--- src/dscd_pkg.sv ---
// Purpose: Shared constants and carriers for the disk command decoder.
// Assumes: 32-bit APB, byte addresses, two drives behind the controller.
// Notes:   Register offsets are byte addresses of aligned words.
package dscd_pkg;
	// ****************************************
	// Register map and fields
	// ****************************************
	localparam logic [11:0] A_CDB0 = 12'h000;
	localparam logic [11:0] A_CDB1 = 12'h004;
	localparam logic [11:0] A_CDB2 = 12'h008;
	localparam logic [11:0] A_CTRL = 12'h00C;
	localparam logic [11:0] A_STAT = 12'h010;
	localparam logic [11:0] A_DATA = 12'h014;
	localparam logic [11:0] A_DRV  = 12'h018;
	localparam int CTRL_GO   = 0;
	localparam int CTRL_HRST = 1;
	localparam int ST_DONE   = 11;
	localparam logic [31:0] RST_WORD = 32'h0000_0000;
	// ****************************************
	// Command codes and fixed answers
	// ****************************************
	localparam logic [7:0] OP_INQ  = 8'h12;
	localparam logic [7:0] OP_SS   = 8'h1B;
	localparam logic [7:0] OP_DIAG = 8'h1D;
	localparam logic [7:0] OP_PREV = 8'h1E;
	localparam logic [7:0] OP_CAP  = 8'h25;
	localparam logic [7:0] OP_RD   = 8'h28;
	localparam logic [7:0] OP_WR   = 8'h2A;
	localparam logic [7:0] OP_WV   = 8'h2E;
	localparam logic [7:0] OP_RL   = 8'h3E;
	localparam logic [7:0] DIAG_FORM = 8'h04;
	localparam logic [7:0] INQ_TYPE  = 8'h00;
	localparam logic [7:0] INQ_QUAL  = 8'h80;
	localparam logic [7:0] INQ_REV   = 8'h00;
	localparam logic [7:0] INQ_LAST  = 8'h05;
	localparam logic [31:0] CAP_BLK  = 32'h0000_0100;
	localparam logic [7:0] ES_GOOD  = 8'h00;
	localparam logic [7:0] ES_CHECK = 8'h02;
	localparam logic [3:0] SK_NONE    = 4'h0;
	localparam logic [3:0] SK_NOTRDY  = 4'h2;
	localparam logic [3:0] SK_MEDIA   = 4'h3;
	localparam logic [3:0] SK_ILLEGAL = 4'h5;
	localparam logic [3:0] SK_ATTN    = 4'h6;
	localparam logic [3:0] SK_INVALID = 4'h7;
	// ****************************************
	// Types
	// ****************************************
	typedef enum logic [5:0] {
		S_IDLE = 6'b000001,
		S_DEC  = 6'b000010,
		S_DIN  = 6'b000100,
		S_WAIT = 6'b001000,
		S_END  = 6'b010000,
		S_SPARE = 6'b100000
	} dscd_state_t;
	typedef struct packed {
		logic [1:0]  lever_up;
		logic [1:0]  cart_in;
		logic [1:0]  attn_evt;
		logic [7:0]  switches;
		logic [31:0] last_lba;
		logic [31:0] trk_last;
		logic        op_done;
		logic        crc_err;
	} dscd_drv_in_t;
	typedef struct packed {
		logic        lun;
		logic [1:0]  spin;
		logic [1:0]  dwell_off;
		logic [1:0]  inhibit;
		logic [1:0]  flash;
		logic        diag_go;
		logic        xfer_go;
		logic        xfer_wr;
		logic        verify;
		logic        long_rd;
		logic [31:0] lba;
		logic [15:0] count;
		logic        off_line;
	} dscd_drv_out_t;
endpackage : dscd_pkg

--- src/dscd_core.sv ---
// Purpose: Decodes and runs disk commands written as a CDB over APB.
// Assumes: Drive side answers each started operation with op_done.
// Notes:   Data-in bytes are taken one per read of the data register.
`timescale 1ns/1ps
// Behaviour
// - Inquiry sends exactly requested length, none if zero
// - Inquiry reports type 00, qualifier 80, revision 00
// - Bytes past 05 zero, byte 04 count, switches
// - Inquiry leaves unit attention untouched
// - Inquiry byte 00 always zero for any unit
// - Start/stop bit selects spin up or down
// - Spin up refused without vertical lever and cartridge
// - Stop under inhibit keeps light flashing, bezel locked
// - Start/stop off-line releases bus, else on-line
// - Start/stop bit 7 disables dwell seeks
// - Diagnostic runs off-line until finished
// - Diagnostic accepts one form, else illegal
// - Inhibit stops bezel polling until allow or reset
// - Prevent/allow bit sets or clears inhibit
// - Capacity returns address then size 256
// - Capacity relative bit gives invalid request
// - Extended read address, count, zero count harmless
// - Extended write relative bit is illegal
// - Write-verify checks CRC, bits 0/1 illegal
// - Read long sends suspect block then checks
module dscd_core (
	input  wire logic                    pclk,
	input  wire logic                    presetn,
	input  wire logic                    psel,
	input  wire logic                    penable,
	input  wire logic                    pwrite,
	input  wire logic [11:0]             paddr,
	input  wire logic [31:0]             pwdata,
	output      logic [31:0]             prdata,
	output      logic                    pready,
	output      logic                    pslverr,
	input  wire dscd_pkg::dscd_drv_in_t  drv_in,
	output      dscd_pkg::dscd_drv_out_t drv_out
);
	import dscd_pkg::*;

	// ****************************************
	// Declarations
	// ****************************************
	dscd_state_t   state, next_state;
	dscd_drv_out_t next_cmd;
	logic [7:0]    cdb [0:9];
	logic [7:0]    next_cdb [0:9];
	logic [7:0]    es, next_es;
	logic [3:0]    sense, next_sense;
	logic          done, next_done;
	logic [15:0]   idx, next_idx;
	logic [15:0]   left, next_left;
	logic [31:0]   cap, next_cap;
	logic [1:0]    attn, next_attn;
	logic          is_inq, next_is_inq;
	logic [31:0]   next_prdata;
	logic          next_pready;
	logic          next_pslverr;
	logic          acc_wr;
	logic          acc_rd;
	logic          go;
	logic          hrst;
	logic          done_clr;
	logic          pop;
	logic          busy;
	logic          lun;
	logic [7:0]    op;
	logic [7:0]    cur_byte;
	logic [15:0]   blocks;

	assign busy   = state != S_IDLE;
	assign lun    = cdb[1][5];
	assign op     = cdb[0];
	assign blocks = {cdb[7], cdb[8]};
	assign acc_wr = psel & penable & pready & pwrite & ~pslverr;
	assign acc_rd = psel & penable & pready & ~pwrite & ~pslverr;
	assign go       = acc_wr & (paddr == A_CTRL) & pwdata[CTRL_GO];
	assign hrst     = acc_wr & (paddr == A_CTRL) & pwdata[CTRL_HRST];
	assign done_clr = acc_wr & (paddr == A_STAT) & pwdata[ST_DONE];
	assign pop      = acc_rd & (paddr == A_DATA) & (state == S_DIN);

	// ****************************************
	// Data-in byte source
	// ****************************************
	function automatic logic [7:0] byte_at(
		input logic        inq,
		input logic [15:0] i,
		input logic [7:0]  alen,
		input logic [7:0]  sw,
		input logic [31:0] c
	);
		logic [7:0] b;
		b = 8'h00;
		if (inq) begin
			case (i)
				16'h0000: b = INQ_TYPE;
				16'h0001: b = INQ_QUAL;
				16'h0002: b = INQ_REV;
				16'h0004: b = (alen > INQ_LAST) ? alen - INQ_LAST : 8'h00;
				16'h0005: b = sw;
				default:  b = 8'h00;
			endcase
		end else begin
			case (i)
				16'h0000: b = c[31:24];
				16'h0001: b = c[23:16];
				16'h0002: b = c[15:8];
				16'h0003: b = c[7:0];
				16'h0004: b = CAP_BLK[31:24];
				16'h0005: b = CAP_BLK[23:16];
				16'h0006: b = CAP_BLK[15:8];
				16'h0007: b = CAP_BLK[7:0];
				default:  b = 8'h00;
			endcase
		end
		return b;
	endfunction : byte_at

	assign cur_byte = byte_at(is_inq, idx, cdb[4], drv_in.switches, cap);

	// ****************************************
	// APB slave
	// ****************************************
	always_comb begin
		logic hit;
		hit = 1'b1;
		next_prdata  = RST_WORD;
		next_pready  = psel & penable & ~pready;
		for (int k = 0; k < 10; k++) begin
			next_cdb[k] = cdb[k];
		end
		if (paddr == A_CDB0) begin
			next_prdata = {cdb[3], cdb[2], cdb[1], cdb[0]};
		end else if (paddr == A_CDB1) begin
			next_prdata = {cdb[7], cdb[6], cdb[5], cdb[4]};
		end else if (paddr == A_CDB2) begin
			next_prdata = {16'h0000, cdb[9], cdb[8]};
		end else if (paddr == A_CTRL) begin
			next_prdata = RST_WORD;
		end else if (paddr == A_STAT) begin
			next_prdata = {12'h000, sense, 4'h0, done,
				drv_out.off_line, state == S_DIN, busy, es};
		end else if (paddr == A_DATA) begin
			next_prdata = {24'h000000,
				(state == S_DIN) ? cur_byte : 8'h00};
		end else if (paddr == A_DRV) begin
			next_prdata = {22'h000000, attn, drv_out.flash,
				drv_out.inhibit, drv_out.dwell_off, drv_out.spin};
		end else begin
			hit = 1'b0;
		end
		if (~next_pready | pwrite) begin
			next_prdata = RST_WORD;
		end
		next_pslverr = next_pready & ~hit;
		// The CDB is frozen while a command runs.
		if (acc_wr & ~busy) begin
			if (paddr == A_CDB0) begin
				next_cdb[0] = pwdata[7:0];
				next_cdb[1] = pwdata[15:8];
				next_cdb[2] = pwdata[23:16];
				next_cdb[3] = pwdata[31:24];
			end else if (paddr == A_CDB1) begin
				next_cdb[4] = pwdata[7:0];
				next_cdb[5] = pwdata[15:8];
				next_cdb[6] = pwdata[23:16];
				next_cdb[7] = pwdata[31:24];
			end else if (paddr == A_CDB2) begin
				next_cdb[8] = pwdata[7:0];
				next_cdb[9] = pwdata[15:8];
			end
		end
	end

	always_ff @(posedge pclk or negedge presetn) begin
		if (!presetn) begin
			prdata  <= 32'h0000_0000;
			pready  <= 1'b0;
			pslverr <= 1'b0;
			for (int k = 0; k < 10; k++) begin
				cdb[k] <= 8'h00;
			end
		end else begin
			prdata  <= next_prdata;
			pready  <= next_pready;
			pslverr <= next_pslverr;
			for (int k = 0; k < 10; k++) begin
				cdb[k] <= next_cdb[k];
			end
		end
	end

	// ****************************************
	// Command engine
	// ****************************************
	always_comb begin
		logic [3:0] err;
		err         = SK_NONE;
		next_state  = state;
		next_es     = es;
		next_sense  = sense;
		next_idx    = idx;
		next_left   = left;
		next_cap    = cap;
		next_is_inq = is_inq;
		next_cmd    = drv_out;
		next_cmd.diag_go = 1'b0;
		next_cmd.xfer_go = 1'b0;
		// Hardware set wins over software clear.
		next_done = done & ~done_clr;
		next_attn = attn | drv_in.attn_evt;
		case (state)
			S_IDLE: begin
				if (go) begin
					next_state = S_DEC;
				end
			end
			S_DEC: begin
				next_state   = S_END;
				next_cmd.lun = lun;
				next_idx     = 16'h0000;
				next_is_inq  = op == OP_INQ;
				if (op != OP_INQ && attn[lun]) begin
					err = SK_ATTN;
					next_attn[lun] = drv_in.attn_evt[lun];
				end else if (op == OP_INQ) begin
					next_left = {8'h00, cdb[4]};
					if (cdb[4] != 8'h00) begin
						next_state = S_DIN;
					end
				end else if (op == OP_SS) begin
					if (cdb[4][0] &
						~(drv_in.lever_up[lun] & drv_in.cart_in[lun])) begin
						err = SK_NOTRDY;
					end else begin
						next_cmd.spin[lun] = cdb[4][0];
						next_cmd.dwell_off[lun] = cdb[5][7];
						next_cmd.off_line = cdb[1][0];
						next_state = S_WAIT;
					end
				end else if (op == OP_DIAG) begin
					if (cdb[2] != DIAG_FORM) begin
						err = SK_ILLEGAL;
					end else begin
						next_cmd.diag_go  = 1'b1;
						next_cmd.off_line = 1'b1;
						next_state = S_WAIT;
					end
				end else if (op == OP_PREV) begin
					next_cmd.inhibit[lun] = cdb[4][0];
				end else if (op == OP_CAP) begin
					if (cdb[1][0]) begin
						err = SK_INVALID;
					end else begin
						next_cap = cdb[8][0] ? drv_in.trk_last
							: drv_in.last_lba;
						next_left  = 16'h0008;
						next_state = S_DIN;
					end
				end else if (op == OP_RD || op == OP_RL ||
					op == OP_WR || op == OP_WV) begin
					if (cdb[1][0] || (op == OP_WV && cdb[1][1])) begin
						err = SK_ILLEGAL;
					end else if (blocks != 16'h0000) begin
						next_cmd.lba     = {cdb[2], cdb[3], cdb[4], cdb[5]};
						next_cmd.count   = blocks;
						next_cmd.xfer_wr = op == OP_WR || op == OP_WV;
						next_cmd.verify  = op == OP_WV;
						next_cmd.long_rd = op == OP_RL;
						next_cmd.xfer_go = 1'b1;
						next_state = S_WAIT;
					end
				end else begin
					err = SK_ILLEGAL;
				end
				if (err != SK_NONE) begin
					next_state = S_END;
				end
				next_es    = (err == SK_NONE) ? ES_GOOD : ES_CHECK;
				next_sense = err;
			end
			S_DIN: begin
				if (pop) begin
					next_idx  = idx + 16'h0001;
					next_left = left - 16'h0001;
					if (left == 16'h0001) begin
						next_state = S_END;
					end
				end
			end
			S_WAIT: begin
				if (drv_in.op_done) begin
					if (drv_in.crc_err && op != OP_SS && op != OP_DIAG) begin
						next_es    = ES_CHECK;
						next_sense = SK_MEDIA;
					end
					next_state = S_END;
				end
			end
			S_END: begin
				next_done = 1'b1;
				next_cmd.off_line = 1'b0;
				next_state = S_IDLE;
			end
			default: begin
				next_state = S_IDLE;
			end
		endcase
		if (hrst) begin
			next_cmd.inhibit = 2'b00;
		end
		next_cmd.flash = next_cmd.inhibit & ~next_cmd.spin;
	end

	always_ff @(posedge pclk or negedge presetn) begin
		if (!presetn) begin
			state   <= S_IDLE;
			es      <= 8'h00;
			sense   <= 4'h0;
			done    <= 1'b0;
			idx     <= 16'h0000;
			left    <= 16'h0000;
			cap     <= 32'h0000_0000;
			attn    <= 2'b00;
			is_inq  <= 1'b0;
			drv_out <= '0;
		end else begin
			state   <= next_state;
			es      <= next_es;
			sense   <= next_sense;
			done    <= next_done;
			idx     <= next_idx;
			left    <= next_left;
			cap     <= next_cap;
			attn    <= next_attn;
			is_inq  <= next_is_inq;
			drv_out <= next_cmd;
		end
	end
endmodule : dscd_core

--- config.mk ---
export PLATFORM = sky130hd
export DESIGN_NAME = dscd_core
export DESIGN_NICKNAME = d
export VERILOG_FILES = /design/src/dscd_pkg.sv /design/src/dscd_core.sv
export SDC_FILE = /design/constraint.sdc
export NUM_CORES = 1
export LEC_CHECK = 0
export BUFFER_PORTS_ARGS = -buffer_cell sky130_fd_sc_hd__buf_2
export CAP_MARGIN = 20
export CORE_ASPECT_RATIO = 0.75
export CORE_MARGIN = 2
export CORE_UTILIZATION = 60
export CTS_CLUSTER_SIZE = 40
export DETAILED_ROUTE_END_ITERATION = 16
export PLACE_DENSITY = 0.85
export SLEW_MARGIN = 20
export SYNTH_ARGS = -nofsm -noshare
export SYNTH_HDL_FRONTEND = slang
export SYNTH_SLANG_ARGS = --single-unit
--- constraint.sdc ---
create_clock -name pclk -period 6.65 [get_ports pclk]
set_input_delay 1.6625 -clock pclk [delete_from_list [all_inputs] [get_ports pclk]]
set_output_delay 1.6625 -clock pclk [all_outputs]
set_load 0.005 [all_outputs]
==> impl_metrics.tcl, run 1 <==
set metrics [dict create \
    die_area_sq_mm 0.02093 \
    numCtsBuffers 25 \
    skew_ns 0.008167 \
    synthTopCellsByCount "dfrtp_1, mux2_2, nor2_1, nand2_1, o21ai_0" \
    post-route-period-util_pct 65.36 \
    port_buffers 225 \
    hpwl_um 22190 \
    ant_nets 0 \
    clock.fmax_mhz 230.1 \
    drtIter0Drc 1127 \
    cp.required_ns 7.05 \
    clkLatencyLatePin_ns 0.53 \
    overflow 0 \
    yosys_warnings 0 \
    synth_cells 1059 \
    fillerInstances 1359 \
    post-place-ws_ns 1.823 \
    start_util_pct 61.23 \
    cts_max_level 1 \
    post_synth_num_cell_types 68 \
    worstPathArrival_ns 4.75 \
    antenna_found_initial 0 \
    cts-root-buf "clkbuf_16" \
    drive_gt1_share_pct 32.79 \
    viasPerCell 6.261 \
    place.gp.congestion 0.9709 \
    dr.pass1.iters 6 \
    syn_avg_cell_area_sq_um 11.21 \
    hold_viol_final 0 \
    critPathCaptureType "register" \
    coreArea_sq_mm 0.01938 \
    setup_violations 0 \
    finalNonFillerCells 1534 \
    grt_pass1_wl_um 51800 \
    grt_pass1_vias 9407 \
    slew_headroom_pct 17.55 \
    cap_violations 0 \
    vdd_drop_max_mv 0.1858 \
    finalSetupTns_ns 0 \
    synth_top_area_share_pct 53.35 \
    fin_nets 1400 \
    cts_buffer_depth 3 \
    yosysMostFrequentCell "dfrtp_1" \
    syn_to_final_growth_pct 18.35 \
    critPathKind "in -> reg" \
    wl_per_cell_um 21.28 \
    grt.total_usage_pct 31.17 \
    ys.flop_type "dfrtp_1" \
    rsz0062_at_grt "false" \
    io_pins 226 \
    max_slew.worst_pin.slew_ns 1.232 \
    synth-seq-area-share_pct 53.57 \
    synth.largest_area_cell "dfrtp_1" \
    p_leak_nw 6.765 \
    async_flop_share_pct 100.0 \
    grt_max_degree 132 \
    synth_enable_flop_cells 0 \
    status "completed" \
    ys_ff_latch 254 \
    die_w_um 166.4 \
    clock-sinks 254 \
    die_y_um 125.8 \
    synth_area_leaders "dfrtp_1, mux2_2, mux2i_1" \
    cellPowerDensity_mw_per_mm2 259.9 \
    min_period_ns 4.346 \
    hp-class "reg -> reg" \
    postCtsHoldBufs 0 \
    start_kind "primary input" \
    netlist_area_sq_mm 0.01187 \
    clk_pin_slew_ns 0.06 \
    placement_rows 44 \
    drt_wl_total_um 32650 \
    drcViolationCount 0 \
    cts-resized-gates 0 \
    cts_tree "yes" \
    diodes 0 \
    syn-num-nets 1196 \
    place_inst 1489 \
    cts_setup_buffers 0 \
    dr_total_vias 9605 \
    worst-path-max-fanout 32 \
    drv_slew 0 \
    layout_setup_ws_ns 2.304 \
]
critical path: stages:
cell and delay (ns):
buf_2 0.10, nor4_2 0.52, nand4b_1 0.35, nor2_1 0.18, buf_4 0.20, nand2_1 0.33, nor2_4 0.94, mux2_2 0.43
layout make-up:
type | instances | area [sq um] | share of cell area (%)
Sequential cell | 254 | 6359 | 45.28
Inverter | 27 | 101.3 | 0.7217
Timing Repair Buffer | 235 | 1224 | 8.713
Tap cell | 253 | 316.6 | 2.254
Multi-Input combinational cell | 720 | 5155 | 36.71
Clock inverter | 16 | 217.7 | 1.550
Clock buffer | 29 | 670.6 | 4.775
routing by layer:
layer | wire, um | global-route usage [%]
met1 | 13970 | 45.76
met3 | 2968 | 6.223
met2 | 14740 | 47.76
met4 | 968 | 9.178
met5 | 0 | 0
cells by family (layout without fill, tap and decap cells):
| logic type | Yosys count | after routing | share of synthesized area (%) |
|---|---|---|---|
| simple gates | 309 | 309 | 13.59 |
| fa+ha+maj | 8 | 8 | 0.8436 |
| xor+xnor | 29 | 29 | 2.141 |
| buf+inv | 85 | 307 | 3.195 |
| compound gates | 205 | 205 | 11.02 |
| mux | 169 | 169 | 15.64 |
| flops | 254 | 254 | 53.57 |
cell usage in the layout, fill, tap and decap left out, types with 5 or more instances in the layout:
| cell | instances |
|---|---|
| nand3_1 | 14 |
| bufinv_16 | 5 |
| o31a_1 | 8 |
| buf_4 | 9 |
| clkbuf_16 | 25 |
| nor4b_1 | 5 |
| mux2i_1 | 38 |
| a21oi_1 | 40 |
| dfrtp_1 | 252 |
| mux2_2 | 123 |
| and2_1 | 5 |
| mux2_1 | 8 |
| nand2_1 | 78 |
| inv_1 | 27 |
| nor2_1 | 87 |
| nand4_1 | 12 |
| or3_1 | 7 |
| a211oi_1 | 6 |
| a22oi_1 | 30 |
| a31oi_1 | 9 |
| ha_1 | 8 |
| clkinv_2 | 7 |
| a222oi_1 | 8 |
| nand2b_1 | 9 |
| a221oi_1 | 5 |
| o22ai_1 | 15 |
| buf_2 | 224 |
| nor3_1 | 25 |
| o21ai_0 | 62 |
| xnor2_1 | 15 |
| xor2_1 | 14 |
| nor4_1 | 18 |
| nor2b_1 | 6 |
worst paths after layout:
check                      depth (start not counted)  slack, ns     endpoint  startpoint
max                                                8       2.30      cdb[45]   paddr[10]
min                                                2       0.49       cap[0]      cap[0]
max reg2reg                                        6       2.95   drv_out[9]    state[2]
min reg2reg                                        2       0.49       cap[0]      cap[0]
max in group asynchronous                          2       4.18  drv_out[25]     presetn
min in group asynchronous                          1       1.26       idx[7]     presetn
state kept, by name (all words and copies together), names as in the netlist, named ones only:
register	flops
prdata	32
cap	32
pslverr	1
is_inq	1
left	16
drv_out	61
blocks	16
state	5
pready	1
cdb	56
attn	2
es	1
done	1
op	8
sense	3
idx	16
metrics by stage:
step           instance area, sq um  hold slack, ns  util (%)  power, mW
6_report                      14040          0.4859     72.47      3.650
5_1_grt                       14040          0.5023     72.47      3.786
4_1_cts                       14040          0.4833     72.47      3.649
3_5_place_dp                  13160          0.4694     67.88      2.135
3_3_place_gp                  13160          0.4590     67.88      2.122
2_1_floorplan                 11870          0.4446         -      1.960
where the power goes:
group          leakage (nW)  internal [mW]  switching (mW)
sequential             3.27           1.60          0.0598
combinational          3.05          0.164           0.297
clock                 0.438          0.919           0.608
total                  6.76           2.69           0.964
(Power assumes the default switching activity.)
==> run 2, diff against run 1 <==
Settings changed: ABC_AREA from default to 1, CORE_UTILIZATION 60 to 51, PLACE_DENSITY 0.85 to 0.77.
Clock period 6.65 ns to 3.7 ns, I/O delays scaled along.
==> impl_metrics.tcl, run 2 <==
set metrics [dict create \
    status "completed" \
    cpPeakStageDelay_ns 0.55 \
    die_w_um 185.5 \
    async_flop_share_pct 100.0 \
    placement_rows 49 \
    wl_per_cell_um 17.55 \
    overflow 0 \
    grt_pass1_wl_um 57740 \
    vdd_drop_max_mv 0.3867 \
    postCtsHoldBufs 0 \
    cellPowerDensity_mw_per_mm2 443.4 \
    clkLatencyLatePin_ns 0.52 \
    ys.flop_type "dfrtp_1" \
    design_area_sq_mm 0.01491 \
    hpwl_um 27430 \
    grt.total_usage_pct 28.48 \
    die_y_um 140.1 \
    grt_use_met3_pct 7.800 \
    drive_gt1_share_pct 19.62 \
    post_synth_num_cell_types 56 \
    met1_usage_pct 42.52 \
    cts_tree "yes" \
    cts-root-buf "clkbuf_16" \
    yosysMostFrequentCell "nand2_1" \
    drt_wl_total_um 36930 \
    dr.pass1.iters 6 \
    start_util_pct 52.28 \
    place_inst 2059 \
    cts_buffer_depth 3 \
    ys_ff_latch 254 \
    drcViolationCount 0 \
    ant_nets 0 \
    final_cell_mix "nand2_1, dfrtp_1, buf_2" \
    die_area_sq_mm 0.02598 \
    drtIter0Drc 1287 \
    utilization_pct 61.86 \
    worstPathArrival_ns 3.06 \
    place.gp.congestion 0.9727 \
    critPathCaptureType "register" \
    setup_violations 0 \
    path_cells "nand2_2, nor2_1, nand2_1, o21ai_0, inv_1, nand3_4, nor2_8, inv_4, buf_4, nand2_1, o21ai_1" \
    clk_pin_slew_ns 0.06 \
    clock-sinks 254 \
    p_leak_nw 7.719 \
    max_slew.worst_pin.slew_ns 0.9816 \
    synth_area_leaders "dfrtp_1, nand2_1, o21ai_0" \
    antenna_found_initial 4 \
    post-route-period-util_pct 70.72 \
    hp-class "in -> async" \
    cap_violations 0 \
    final_common_cell "nand2_1" \
    cp.buffers_inverters 3 \
    synthTopCellsByCount "nand2_1, dfrtp_1, inv_1, o21ai_0, nor2_1" \
    layout_setup_ws_ns 1.083 \
    start_kind "register" \
    drv_slew 0 \
    cp.required_ns 4.14 \
    grt-busiest-layer "met1" \
    skew_ns 0.01308 \
    finalSetupTns_ns 0 \
    finalNonFillerCells 2104 \
    io_pins 226 \
    synth-seq-area-share_pct 50.47 \
    syn_to_final_growth_pct 18.34 \
    regMostFlops "drv_out" \
    fin_nets 1892 \
    reg.largest.list "drv_out (61), cdb (56)" \
    cp_slowest_cell "inv_4" \
    numCtsBuffers 25 \
    cts-resized-gates 0 \
    clock.fmax_mhz 382.2 \
    largest_reg_flops 61 \
    syn_avg_cell_area_sq_um 8.184 \
    viasPerCell 5.539 \
    yosys_warnings 0 \
    use_met2_pct 40.77 \
    rsz0062_at_grt "false" \
    synth.largest_area_cell "dfrtp_1" \
    grt_pass1_vias 10770 \
    cts_max_level 1 \
    grt_max_degree 87 \
    synth_top_area_share_pct 50.26 \
    worst-path-max-fanout 86 \
    post-place-ws_ns 0.6832 \
    slew_headroom_pct 34.33 \
    netlist_area_sq_mm 0.01260 \
    dr_total_vias 11650 \
    min_period_ns 2.617 \
    syn-num-nets 1676 \
    coreArea_sq_mm 0.02409 \
    cpMostUsedCell "nand2_1" \
    place_area_sq_mm 0.01406 \
    cts_setup_buffers 0 \
    port_buffers 225 \
    synth_cells 1539 \
    critPathKind "reg -> reg" \
    synth_enable_flop_cells 0 \
    crit_family "buffers and inverters" \
    hold_viol_final 0 \
]
## run 2: cell count changes after synthesis, sizes merged, moves of 18 or more
cell,change
nand3,+79
mux2,-123
nand2,+316
nor4,-18
inv,+163
o21ai,+124
a22oi,-28
nor2,+37
## run 2: final cells by class
class	count	area, sq um
Clock buffer	33	695.7
Tap cell	331	414.1
Fill cell	2088	9189
Clock inverter	8	143.9
Inverter	191	719.4
Antenna cell	4	10.01
Timing Repair Buffer	245	1311
Multi-Input combinational cell	1038	5253
Sequential cell	254	6359
## run 2: cells by family (layout without fill, tap and decap cells)
| group | Yosys count | after routing | synth area share [%] |
|---|---|---|---|
| other cells | 0 | 4 | 0 |
| compound gates | 282 | 282 | 12.43 |
| buf+inv | 247 | 477 | 7.887 |
| simple gates | 692 | 692 | 24.05 |
| xor+xnor | 16 | 16 | 1.113 |
| flops | 254 | 254 | 50.47 |
| fa+ha+maj | 8 | 8 | 0.7947 |
| mux | 40 | 40 | 3.258 |
## run 2: worst paths after layout
check,start,endpoint,slack [ns],cells past startpoint
max in group asynchronous,presetn,drv_out[21],2.51,2
hold / removal,presetn,prdata[4],0.37,1
min in group pclk,drv_out[27],drv_out[27],0.47,2
setup reg to reg,op[3],drv_out[25],1.08,11
hold reg to reg,drv_out[27],drv_out[27],0.47,2
setup / recovery,op[3],drv_out[25],1.08,11
## run 2: stage by stage
stage	hold WS, ns	power [mW]
2_1_floorplan	0.4462	3.632
3_3_place_gp	0.4584	3.976
3_5_place_dp	0.4573	3.990
4_1_cts	0.4201	6.624
5_1_grt	0.4330	6.898
6_report	0.3696	6.608
## run 2: where the power goes
part           internal [mW]  switching [mW]
Clock                   1.59            1.05
Sequential              2.87           0.104
Combinational          0.326           0.664
Total                   4.79            1.82
## run 2: layer usage
metal,routed length [um],part of all wire (%)
met5,0,0
met4,1012,2.7
met3,4387,12
met2,15500,42
met1,16040,43
